`config.mk`:
```
export PLATFORM = sky130hd
export DESIGN_NAME = rstseq_top
export DESIGN_NICKNAME = d
export VERILOG_FILES = /design/src/rstseq_pkg.sv /design/src/rstseq_top.sv
export SDC_FILE = /design/constraint.sdc
export NUM_CORES = 1
export LEC_CHECK = 0
export BUFFER_PORTS_ARGS = -buffer_cell sky130_fd_sc_hd__buf_2
export CELL_PAD_IN_SITES_DETAIL_PLACEMENT = 1
export CELL_PAD_IN_SITES_GLOBAL_PLACEMENT = 2
export CORE_MARGIN = 5
export CORE_UTILIZATION = 37
export CTS_CLUSTER_SIZE = 12
export DETAILED_ROUTE_END_ITERATION = 6
export GPL_TIMING_DRIVEN = 0
export MAX_ROUTING_LAYER = met4
export PLACE_DENSITY_LB_ADDON = 0.1
export SYNTH_ARGS = -nofsm -noshare
export SYNTH_HDL_FRONTEND = slang
export SYNTH_SLANG_ARGS = --single-unit
```
`constraint.sdc`:
```
create_clock -name ref_clk -period 4.65 [get_ports ref_clk]
set_input_delay 0.2325 -clock ref_clk [delete_from_list [all_inputs] [get_ports ref_clk]]
set_output_delay 0.2325 -clock ref_clk [all_outputs]
set_load 0.02 [all_outputs]
```
`src/rstseq_pkg.sv`:
```
// Constants shared by the reset sequencer and configuration latch.
// Assumes a single reference clock and active-low board reset pins.
// Contract
// - Reset pins are asynchronous signals that may be asserted at any moment; hard and soft reset are two-way, power-on reset is input only.
// - After power-on reset is released the device drives hard and soft reset low for 4096 cycles.
// - After a valid hard reset is released the internal resets stay active for 4096 more cycles.
// - While hard or power-on reset is asserted the configuration pins are sampled every cycle.
// - Two cycles after both resets are high the configuration word is frozen.
package rstseq_pkg;
  // ****************************************
  // Widths and timing counts
  // ****************************************
  localparam int CFG_WIDTH = 32;
  localparam int REF_CLK_HZ = 40_000_000;
  localparam int MIN_PULSE_CYCLES = 4;
  localparam int STRETCH_CYCLES = 4096;
  localparam int CNT_WIDTH = 13;
  localparam int LOCK_DELAY = 2;
  localparam logic [CFG_WIDTH-1:0] CFG_RESET = 32'h0000_0000;
endpackage : rstseq_pkg

```
`src/rstseq_top.sv`:
```
// Reset sequencer: stretches pin and internal resets, latches the configuration word.
// Assumes the board drives the reset pins open-drain with pull-ups, low meaning asserted.
module rstseq_top
  import rstseq_pkg::*;
#(
  parameter int STRETCH = rstseq_pkg::STRETCH_CYCLES
)
(
  input wire logic ref_clk,
  input wire logic sys_rst,
  input wire logic powerOnResetPinN,
  input wire logic hardResetPinIn,
  output logic hardResetPinOut,
  output logic hardResetPinOe,
  input wire logic softResetPinIn,
  output logic softResetPinOut,
  output logic softResetPinOe,
  input wire logic [rstseq_pkg::CFG_WIDTH-1:0] cfgPins,
  output logic [rstseq_pkg::CFG_WIDTH-1:0] cfgWord,
  output logic cfgLocked,
  output logic internalReset,
  output logic softResetReq
);
  import rstseq_pkg::*;

  // ****************************************
  // Input synchronisers
  // ****************************************
  // The pins are asynchronous, so every one passes two flops first.
  logic [2:0] syncA_q, syncA_d, syncB_q, syncB_d;
  logic [CFG_WIDTH-1:0] cfgA_q, cfgB_q;
  logic porN, hardN, softN;

  always_comb
  begin
    syncA_d = {softResetPinIn, hardResetPinIn, powerOnResetPinN};
    syncB_d = syncA_q;
  end

  always_ff @(posedge ref_clk)
  begin
    if (sys_rst)
    begin
      syncA_q <= 3'h0;
      syncB_q <= 3'h0;
      cfgA_q <= CFG_RESET;
      cfgB_q <= CFG_RESET;
    end
    else
    begin
      syncA_q <= syncA_d;
      syncB_q <= syncB_d;
      cfgA_q <= cfgPins;
      cfgB_q <= cfgA_q;
    end
  end

  assign porN = syncB_q[0];
  assign hardN = syncB_q[1];
  assign softN = syncB_q[2];

  // ****************************************
  // Sequencer
  // ****************************************
  // Our own drive of the hard pin is excluded from the width check so the
  // end of the pin stretch does not restart the internal reset stretch.
  logic [CNT_WIDTH-1:0] pinCnt_q, pinCnt_d, intCnt_q, intCnt_d;
  logic [2:0] hardW_q, hardW_d, softW_q, softW_d;
  logic pinDrv_q, pinDrv_d, intRst_q, intRst_d, porSeen_q, porSeen_d;
  logic softReq_q, softReq_d;
  logic [CFG_WIDTH-1:0] cfg_q, cfg_d;
  logic [1:0] lockCnt_q, lockCnt_d;
  logic locked_q, locked_d;
  logic extHard;

  always_comb
  begin
    extHard = !hardN && !pinDrv_q;
    pinCnt_d = pinCnt_q;
    pinDrv_d = pinDrv_q;
    porSeen_d = porN;
    intCnt_d = intCnt_q;
    intRst_d = intRst_q;
    hardW_d = extHard ? ((hardW_q == 3'(MIN_PULSE_CYCLES)) ? hardW_q : hardW_q + 3'h1) : 3'h0;
    // Our own drive of the soft pin must not count, or the pin stretch ends in a false request.
    softW_d = (!softN && !pinDrv_q) ? ((softW_q == 3'(MIN_PULSE_CYCLES)) ? softW_q : softW_q + 3'h1) : 3'h0;
    softReq_d = 1'b0;
    if (!porN)
    begin
      pinDrv_d = 1'b1;
      pinCnt_d = '0;
      intRst_d = 1'b1;
      intCnt_d = '0;
    end
    else
    begin
      if (!porSeen_q)
      begin
        pinCnt_d = CNT_WIDTH'(STRETCH);
        pinDrv_d = 1'b1;
        intCnt_d = CNT_WIDTH'(STRETCH);
      end
      else if (pinCnt_q != '0)
      begin
        pinCnt_d = pinCnt_q - 1'b1;
        pinDrv_d = (pinCnt_q != CNT_WIDTH'(1));
      end
      if (hardN && !pinDrv_q && hardW_q == 3'(MIN_PULSE_CYCLES))
        intCnt_d = CNT_WIDTH'(STRETCH);
      else if (porSeen_q && intCnt_q != '0)
      begin
        intCnt_d = intCnt_q - 1'b1;
        intRst_d = (intCnt_q != CNT_WIDTH'(1));
      end
      // A valid hard pulse wins over an older stretch that happens to expire now.
      if (extHard && hardW_q >= 3'(MIN_PULSE_CYCLES - 1))
        intRst_d = 1'b1;
      if (softN && softW_q == 3'(MIN_PULSE_CYCLES) && !pinDrv_q)
        softReq_d = 1'b1;
    end
  end

  // ****************************************
  // Configuration word latch
  // ****************************************
  always_comb
  begin
    cfg_d = cfg_q;
    lockCnt_d = lockCnt_q;
    locked_d = locked_q;
    if (!porN || !hardN)
    begin
      cfg_d = cfgB_q;
      lockCnt_d = 2'h0;
      locked_d = 1'b0;
    end
    else if (!locked_q)
    begin
      if (lockCnt_q == 2'(LOCK_DELAY))
        locked_d = 1'b1;
      else
      begin
        cfg_d = cfgB_q;
        lockCnt_d = lockCnt_q + 2'h1;
      end
    end
  end

  always_ff @(posedge ref_clk)
  begin
    if (sys_rst)
    begin
      pinCnt_q <= '0;
      intCnt_q <= '0;
      hardW_q <= 3'h0;
      softW_q <= 3'h0;
      pinDrv_q <= 1'b1;
      intRst_q <= 1'b1;
      porSeen_q <= 1'b0;
      softReq_q <= 1'b0;
      cfg_q <= CFG_RESET;
      lockCnt_q <= 2'h0;
      locked_q <= 1'b0;
    end
    else
    begin
      pinCnt_q <= pinCnt_d;
      intCnt_q <= intCnt_d;
      hardW_q <= hardW_d;
      softW_q <= softW_d;
      pinDrv_q <= pinDrv_d;
      intRst_q <= intRst_d;
      porSeen_q <= porSeen_d;
      softReq_q <= softReq_d;
      cfg_q <= cfg_d;
      lockCnt_q <= lockCnt_d;
      locked_q <= locked_d;
    end
  end

  assign hardResetPinOut = 1'b0;
  assign softResetPinOut = 1'b0;
  assign hardResetPinOe = pinDrv_q;
  assign softResetPinOe = pinDrv_q;
  assign internalReset = intRst_q;
  assign softResetReq = softReq_q;
  assign cfgWord = cfg_q;
  assign cfgLocked = locked_q;
endmodule : rstseq_top

```
==> qor.txt, run 1 <==
Critical Path Sink Type -> flop
actual slew at the worst max-slew pin -> 0.586 ns
routability cong. -> 0.736
# DRC -> 0
Startpoint Class -> flop
#FFs+latches synth -> 141
largest net degree at the start of global routing -> 17
remaining antenna violation count -> 0
Async S/R FF share, synth -> 0
Primary FF master, synth -> dfxtp_1
Post-CTS Setup Bufs -> 0
first-pass GRT wire length -> 18.5 mm
reg2reg end -> cfgWord[7]
root buf cell -> clkbuf_16
Worst path max stage delay -> 0.46 ns
setup TNS -> 0 ns
initial antenna violation count -> 0
EDFF count, synth -> 0
synth-to-layout area growth -> 24.3%
Slew HR -> 0.609
Syn. warnings -> 0
core area -> 0.0132 sq mm
n_diodes -> 0
Hold Path End -> cfgA_q[6]
Num CTS Buffers -> 17
R2R cell count -> 8
layout cells sized above 1 -> 0.180
Final Skew -> 0.00342 ns
PwrDens -> 445 mW/mm^2
worst setup margin -> 2.56 ns
Routed WL -> 11.2 mm
CP max-delay cell -> clkbuf_1
Post-DP HPWL -> 8.09 mm
FF-to-FF setup slack -> 2.56 ns
Total GRT Usage -> 0.151
die area -> 0.0158 sq mm
Final Hold Fails -> 0
hold_ws -> 0.0271 ns
worst r2r src -> lockCnt_q[0]
post-synth top area share -> 0.571
cts-stage hold buffer count -> 0
RSZ-0062 raised after global routing -> false
hold_sp -> cfgPins[6]
Final min period -> 2.09 ns
Crit Path Category -> reg -> reg
GRT overflow -> 0
IO Count -> 76
area leader, netlist -> dfxtp_1
Crit path top cell by count -> clkbuf_1
largest cells by area after synthesis -> dfxtp_1 57%, nor2b_1 9.0%, nand2_1 6.2%
Rows -> 42
deepest clock path buffer count -> 2
Pins Over Slew Limit -> 0
worst path required time -> 4.98 ns
Max VDD drop -> 214 uV
vias in the first global route -> 3759
final worst-path cycle share -> 0.449
Fmax -> 0.479 GHz
Avg Inst Size Synth -> 9.56 sq um
fill count -> 1527
WP data arrival -> 2.42 ns
H-tree levels -> 4
Clock Latency Late Sink -> 0.41 ns
Initial DRC Count -> 153
PostCTS Resize Cnt -> 0
synthesized instance count -> 517
Tot Pwr -> 2.73 mW
routed vias -> 3755
CTS tree -> done
routed len/inst -> 14.1 um
outcome -> finished clean
total iterations of the first detailed-routing run -> 4
post-synthesis sequential area ratio -> 0.571
Cell Area, Synth -> 0.00494 sq mm
final net count -> 659
IO Port Bufs -> 73
crit-path cells -> inv_1, ha_1, nor2_1, or2_1, clkbuf_1, clkbuf_1, nand2_1, a21oi_1
Cell variety after synth -> 46
Die X -> 126 um
Starting Density -> 0.375
CP Max Fanout -> 10
drt via density -> 4.71
hold depth -> 2
Die Y -> 126 um
max_cap viols -> 0
Clock Sinks -> 141
final setup fails -> 0
hold crit path type -> in -> reg
Clk pin slew, worst setup/hold paths -> 0.06 ns
Placement Setup Slack -> 2.52 ns
static leakage -> 2.49 nW
[cell type report]
| cell class | count | area [sq um] | share of cell area |
|---|---|---|---|
| Clock buffer | 22 | 474 | 0.0772 |
| Clock inverter | 9 | 135 | 0.0220 |
| Tap cell | 176 | 220 | 0.0359 |
| Buffer | 25 | 116 | 0.0190 |
| Timing Repair Buffer | 73 | 365 | 0.0595 |
| Inverter | 14 | 52.6 | 0.00856 |
| Sequential cell | 141 | 2820 | 0.460 |
| Multi-Input combinational cell | 338 | 1950 | 0.318 |
[layer usage]
metal | GRT usage | vias to the layer above | share of wire | wire, um
met5 | - | - | 0 | 0
met4 | 0.0689 | 0 | 0.019 | 216
met3 | 0.0371 | 16 | 0.038 | 431
met2 | 0.239 | 62 | 0.48 | 5360
met1 | 0.183 | 1767 | 0.46 | 5220
li1 | - | 1910 | - | -
[cell usage after synthesis (5+ instances only)]
cell	n
nand2_1	82
nor2b_1	71
ha_1	12
or3_1	13
a21oi_1	53
nor2_1	20
or4_1	6
clkbuf_1	21
inv_1	13
xnor2_1	5
nand3_1	5
nor3_1	7
nor4_1	6
o31ai_1	7
dfxtp_1	141
o21ai_0	6
[stage by stage]
stage | cell area [sq um] | util | cells
CTS | 6140 | 0.465 | 798
floorplan | 4940 | - | 518
finish | 6140 | 0.465 | 798
detailed placement | 5530 | 0.419 | 767
global placement | 5530 | 0.419 | 767
global route | 6140 | 0.465 | 798
[registers in the layout, indices dropped and copies added, names as in the netlist]
signal / flops
porSeen_q: 1
cfgWord: 32
lockCnt_q: 2
syncA_q: 3
softW_q: 3
softResetReq: 1
internalReset: 1
hardW_q: 3
hardResetPinOe: 1
cfgB_q: 32
intCnt_q: 13
cfgLocked: 1
cfgA_q: 32
syncB_q: 3
pinCnt_q: 13
[worst max-delay path by stage]
stage	startpoint	end
6_report	lockCnt_q[0]	cfgWord[7]
5_1_grt	lockCnt_q[0]	cfgWord[16]
4_1_cts	lockCnt_q[0]	cfgWord[7]
3_5_place_dp	lockCnt_q[0]	cfgWord[7]
3_3_place_gp	lockCnt_q[0]	cfgWord[3]
2_1_floorplan	pinCnt_q[0]	pinCnt_q[6]
[cell usage in the layout (no fill, tap or decap), drive strengths merged, types with 5 or more instances in the layout]
| cell | Yosys | final |
|---|---|---|
| a21oi | 53 | 53 |
| buf | 4 | 77 |
| clkbuf | 21 | 43 |
| dfxtp | 141 | 141 |
| ha | 12 | 12 |
| inv | 14 | 15 |
| nand2 | 82 | 82 |
| nand3 | 5 | 5 |
| nor2 | 20 | 20 |
| nor2b | 71 | 71 |
| nor3 | 7 | 7 |
| nor4 | 8 | 8 |
| o21ai | 8 | 8 |
| o31ai | 7 | 7 |
| or3 | 13 | 13 |
| or4 | 7 | 7 |
| xnor2 | 5 | 5 |
[cell families after synthesis]
| family | count (synthesis) | synth area share |
|---|---|---|
| xor gates and xnor gates | 7 | 0.0124 |
| DFF | 141 | 0.571 |
| adders and majority gates | 12 | 0.0304 |
| other | 1 | 0.000759 |
| muxes | 1 | 0.00203 |
| buffers and inverters | 39 | 0.0342 |
| AOI/OAI and AO/OA | 81 | 0.0952 |
| and+or+nand+nor | 235 | 0.254 |
[critical path, delay by kind of cell (launching register included)]
kind | cells | cell delay [ns]
buffers and inverters | 3 | 0.75
AND/OR/NAND/NOR | 3 | 0.54
flip-flops | 1 | 0.35
adder cells (fa/ha/maj) | 1 | 0.19
AO/OA/AOI/OAI | 1 | 0.17
[power by group]
part | leakage (nW) | switching, mW | internal (mW)
registers | 1.15 | 0.0113 | 1.25
clock network | 0.289 | 0.497 | 0.885
logic | 1.05 | 0.0513 | 0.0418
total | 2.49 | 0.559 | 2.17
No activity file was read; power rests on OpenSTA's default activity.
==> run 2, diff against run 1 <==
--- a/config.mk
+++ b/config.mk
@@ -9,7 +9,7 @@
 export CELL_PAD_IN_SITES_DETAIL_PLACEMENT = 1
 export CELL_PAD_IN_SITES_GLOBAL_PLACEMENT = 2
 export CORE_MARGIN = 5
-export CORE_UTILIZATION = 37
+export CORE_UTILIZATION = 31
 export CTS_CLUSTER_SIZE = 12
 export DETAILED_ROUTE_END_ITERATION = 6
 export GPL_TIMING_DRIVEN = 0
==> constraint.sdc (replaced) <==
create_clock -name ref_clk -period 1.75 [get_ports ref_clk]
set_input_delay 0.0875 -clock ref_clk [delete_from_list [all_inputs] [get_ports ref_clk]]
set_output_delay 0.0875 -clock ref_clk [all_outputs]
set_load 0.02 [all_outputs]
==> qor.txt, run 2 (synthesized netlist as in run 1, its figures left out) <==
final net count -> 706
core area -> 0.0158 sq mm
outcome -> complete, but fails checks
H-tree levels -> 4
synth-to-layout area growth -> 38.2%
largest net degree at the start of global routing -> 17
drt via density -> 4.47
PwrDens -> 1100 mW/mm^2
Final min period -> 1.79 ns
n_diodes -> 0
most common cell after layout, fill and taps aside -> dfxtp_1
setup TNS -> -0.0374 ns
IO Port Bufs -> 73
GRT overflow -> 0
hold crit path type -> in -> reg
initial antenna violation count -> 0
Post-DP HPWL -> 8.33 mm
Rows -> 46
Max VDD drop -> 583 uV
routed vias -> 3953
deepest clock path buffer count -> 2
RSZ-0062 raised after global routing -> true
worst path required time -> 2.09 ns
Final Hold Fails -> 0
root buf cell -> clkbuf_16
Starting Density -> 0.313
hold_sp -> sys_rst
worst setup margin -> -0.0368 ns
Die Y -> 136 um
Initial DRC Count -> 126
Crit Path Category -> reg -> reg
WP data arrival -> 2.13 ns
first-pass GRT wire length -> 19.8 mm
max_cap viols -> 0
Die X -> 136 um
layout cells sized above 1 -> 0.242
Fmax -> 0.560 GHz
IO Count -> 76
Critical Path Sink Type -> flop
Final Skew -> 0.00728 ns
Design Area, Final -> 0.00683 sq mm
routed len/inst -> 13.8 um
CTS tree -> done
Clock Sinks -> 141
final setup fails -> 2
Placement Setup Slack -> -0.361 ns
Total GRT Usage -> 0.141
total iterations of the first detailed-routing run -> 4
failing checks -> negative setup slack
placement-stage cell area -> 0.00558 sq mm
die area -> 0.0186 sq mm
Routed WL -> 12.2 mm
Pins Over Slew Limit -> 0
Num CTS Buffers -> 17
most frequent cells in the layout -> 136 x dfxtp_1, 82 x nand2_1, 73 x buf_2
static leakage -> 2.77 nW
actual slew at the worst max-slew pin -> 0.603 ns
Critical path origin -> pinCnt_q[1]
remaining antenna violation count -> 0
Slew HR -> 0.598
vias in the first global route -> 4077
CP Max Fanout -> 4
routability cong. -> 0.764
worst r2r src -> pinCnt_q[1]
Clock Latency Late Sink -> 0.41 ns
Startpoint Class -> flop
# DRC -> 0
Clk pin slew, worst setup/hold paths -> 0.06 ns
final worst-path cycle share -> 1.02
-- run 2: cell types whose count changed in the layout (fill, tap and decap cells not counted), sizes merged, moves of 2 or more --
cell,before,now
clkbuf,43,38
inv,15,17
dlygate4sd3,0,35
buf,77,91
-- run 2: area by class of cell --
| class | instances | area (sq um) |
|---|---|---|
| Clock buffer | 19 | 453 |
| Tap cell | 216 | 270 |
| Inverter | 14 | 62.6 |
| Fill cell | 1824 | 8940 |
| Multi-Input combinational cell | 338 | 2070 |
| Sequential cell | 141 | 2840 |
| Clock inverter | 12 | 184 |
| Buffer | 23 | 123 |
| Timing Repair Buffer | 122 | 821 |
-- run 2: path summary, 6_finish.rpt --
path / to / slack, ns / depth (start not counted)
max: pinCnt_q[6] / -0.04 / 6
min: hardW_q[2] / 0.12 / 3
max reg2reg: pinCnt_q[6] / -0.04 / 6
min reg2reg: cfgB_q[14] / 0.44 / 1
-- run 2: layer usage --
layer / GRT usage / part of all wire / vias to the layer above / wire [um]
met1: 0.172 / 0.46 / 1865 / 5640
met2: 0.226 / 0.49 / 59 / 5980
met5: - / 0 / - / 0
met4: 0.0549 / 0.018 / 0 / 218
li1: - / - / 2012 / -
met3: 0.0315 / 0.029 / 17 / 350
-- run 2: timing repair --
action / in CTS / in global routing
buffers inserted: 8 / 6
hold buffers: 35 / 0
gates resized for setup: 31 / 21
pin swaps: 8 / 3
endpoints found under the setup margin: 50 / 49
hold endpoints to repair: 35 / 0
-- run 2: where the power goes --
part | internal (mW) | switching, mW | leakage (nW)
Sequential | 3.30 | 0.0289 | 1.16
Clock | 2.47 | 1.39 | 0.306
Combinational | 0.167 | 0.151 | 1.31
-- run 2: through the flow --
step | utilization | power (mW) | instances | hold slack [ns]
floorplan | - | 3.55 | 518 | 0.216
finish | 0.433 | 7.51 | 885 | 0.124
detailed placement | 0.354 | 3.66 | 807 | 0.304
global route | 0.433 | 7.81 | 885 | 0.145
CTS | 0.425 | 7.62 | 880 | 0.117
global placement | 0.354 | 3.66 | 807 | 0.294
-- run 2: critical path: stages (launching register included) --
cell,delay [ns]
dfxtp_4,0.36
inv_6,0.08
ha_4,0.14
or3b_4,0.37
or3_1,0.33
or3_1,0.32
a21oi_1,0.12
==> run 3, diff against run 2 <==
--- a/config.mk
+++ b/config.mk
@@ -8,7 +8,7 @@
 export BUFFER_PORTS_ARGS = -buffer_cell sky130_fd_sc_hd__buf_2
 export CELL_PAD_IN_SITES_DETAIL_PLACEMENT = 1
 export CELL_PAD_IN_SITES_GLOBAL_PLACEMENT = 2
-export CORE_MARGIN = 5
+export CORE_MARGIN = 2
 export CORE_UTILIZATION = 31
 export CTS_CLUSTER_SIZE = 12
 export DETAILED_ROUTE_END_ITERATION = 6
==> qor.txt, run 3 (synthesized netlist as in run 1, its figures left out) <==
outcome -> complete, but fails checks
failing checks -> negative setup slack
worst path required time -> 2.10 ns
crit-path cells -> inv_6, ha_4, or3b_4, or3_4, or3_4, a21oi_2
final setup fails -> 2
Post-DP HPWL -> 8.00 mm
Placement Setup Slack -> -0.382 ns
most frequent cells in the layout -> 136 x dfxtp_1, 82 x nand2_1, 75 x buf_2
deepest clock path buffer count -> 2
Slew HR -> 0.591
R2R cell count -> 6
most common cell after layout, fill and taps aside -> dfxtp_1
GRT overflow -> 0
Die Y -> 130 um
max_cap viols -> 0
WP data arrival -> 2.14 ns
CP max-delay cell -> or3b_4
hold depth -> 3
Initial DRC Count -> 131
Routed WL -> 12.0 mm
drt via density -> 4.51
RSZ-0062 raised after global routing -> true
IO Count -> 76
worst setup margin -> -0.0403 ns
Max VDD drop -> 620 uV
root buf cell -> clkbuf_16
Final min period -> 1.79 ns
FF-to-FF setup slack -> -0.04 ns
hold crit path type -> in -> reg
Buf/Inv on CP -> 1
first-pass GRT wire length -> 19.4 mm
final worst-path cycle share -> 1.02
remaining antenna violation count -> 0
Final Skew -> 0.00497 ns
Die X -> 130 um
Non-Filler Instances -> 882
Crit path top cell by count -> or3_4
Fmax -> 0.559 GHz
synth-to-layout area growth -> 37.0%
Pins Over Slew Limit -> 0
core area -> 0.0157 sq mm
static leakage -> 2.73 nW
PwrDens -> 1050 mW/mm^2
# DRC -> 0
Worst path max stage delay -> 0.37 ns
Clock Sinks -> 141
Total GRT Usage -> 0.153
H-tree levels -> 4
actual slew at the worst max-slew pin -> 0.614 ns
Tot Pwr -> 7.12 mW
Rows -> 46
routed len/inst -> 13.6 um
vias in the first global route -> 4052
Num CTS Buffers -> 17
n_diodes -> 0
total iterations of the first detailed-routing run -> 4
final net count -> 703
Crit Path Category -> reg -> reg
Clock Latency Late Sink -> 0.41 ns
CP Max Fanout -> 3
Critical Path Sink Type -> flop
Startpoint Class -> flop
routed vias -> 3979
Final Hold Fails -> 0
layout cells sized above 1 -> 0.240
placed cells -> 807
delay-heaviest family, CP -> simple AND/OR/NAND/NOR gates
initial antenna violation count -> 0
routability cong. -> 0.747
critical path depth in cells -> 6
die area -> 0.0170 sq mm
IO Port Bufs -> 73
Clk pin slew, worst setup/hold paths -> 0.06 ns
CTS tree -> done
Starting Density -> 0.314
largest net degree at the start of global routing -> 17
run 3: changes by cell type in the layout (fill, tap and decap cells not counted), sizes merged:
cell,delta
bufinv,-2
clkinv,+2
inv,-2
buf,-1
run 3: through the flow:
step	cell area (sq um)	hold WS [ns]	setup TNS [ns]	util
CTS	6660	0.119	-0.0635	0.424
detailed placement	5580	0.303	-11.02	0.355
floorplan	4950	0.216	0	-
global route	6770	0.137	-0.271	0.431
finish	6770	0.127	-0.0403	0.431
global placement	5580	0.299	-8.09	0.355
run 3: final timing paths:
kind,to,from
max reg2reg,pinCnt_q[6],pinCnt_q[0]
min,hardW_q[1],sys_rst
max,pinCnt_q[6],pinCnt_q[0]
min reg2reg,cfgB_q[24],cfgA_q[24]
run 3: area by class of cell:
class	count	area, sq um
Fill cell	1788	8940
Sequential cell	141	2840
Multi-Input combinational cell	338	2100
Timing Repair Buffer	119	798
Clock buffer	21	450
Tap cell	216	270
Buffer	23	129
Clock inverter	10	116
Inverter	14	65.1
run 3: repair_timing:
| item | CTS | global route |
|---|---|---|
| setup buffers | 10 | 1 |
| gates cloned | 0 | 0 |
| pin swaps | 2 | 7 |
| resized for setup | 31 | 29 |
| endpoints found under the hold margin | 35 | 0 |
| hold buffers | 35 | 0 |
| endpoints found under the setup margin | 47 | 50 |
run 3: worst min-delay path: cells and delay by family:
family,cells,cell delay (ns)
compound gates,1,0.04
simple gates,1,0.18
buf+inv,1,0.18
run 3: power by group:
group	total [mW]	internal (mW)	switching, mW
combinational	0.317	0.167	0.150
clock	3.47	2.13	1.34
sequential	3.33	3.30	0.0290
run 3: per-layer routing:
metal	share of wire	vias to the layer above	global-route usage
met4	0.019	0	0.0639
met1	0.45	1892	0.183
met5	0	-	-
li1	-	2000	-
met2	0.49	65	0.250
met3	0.033	22	0.0349
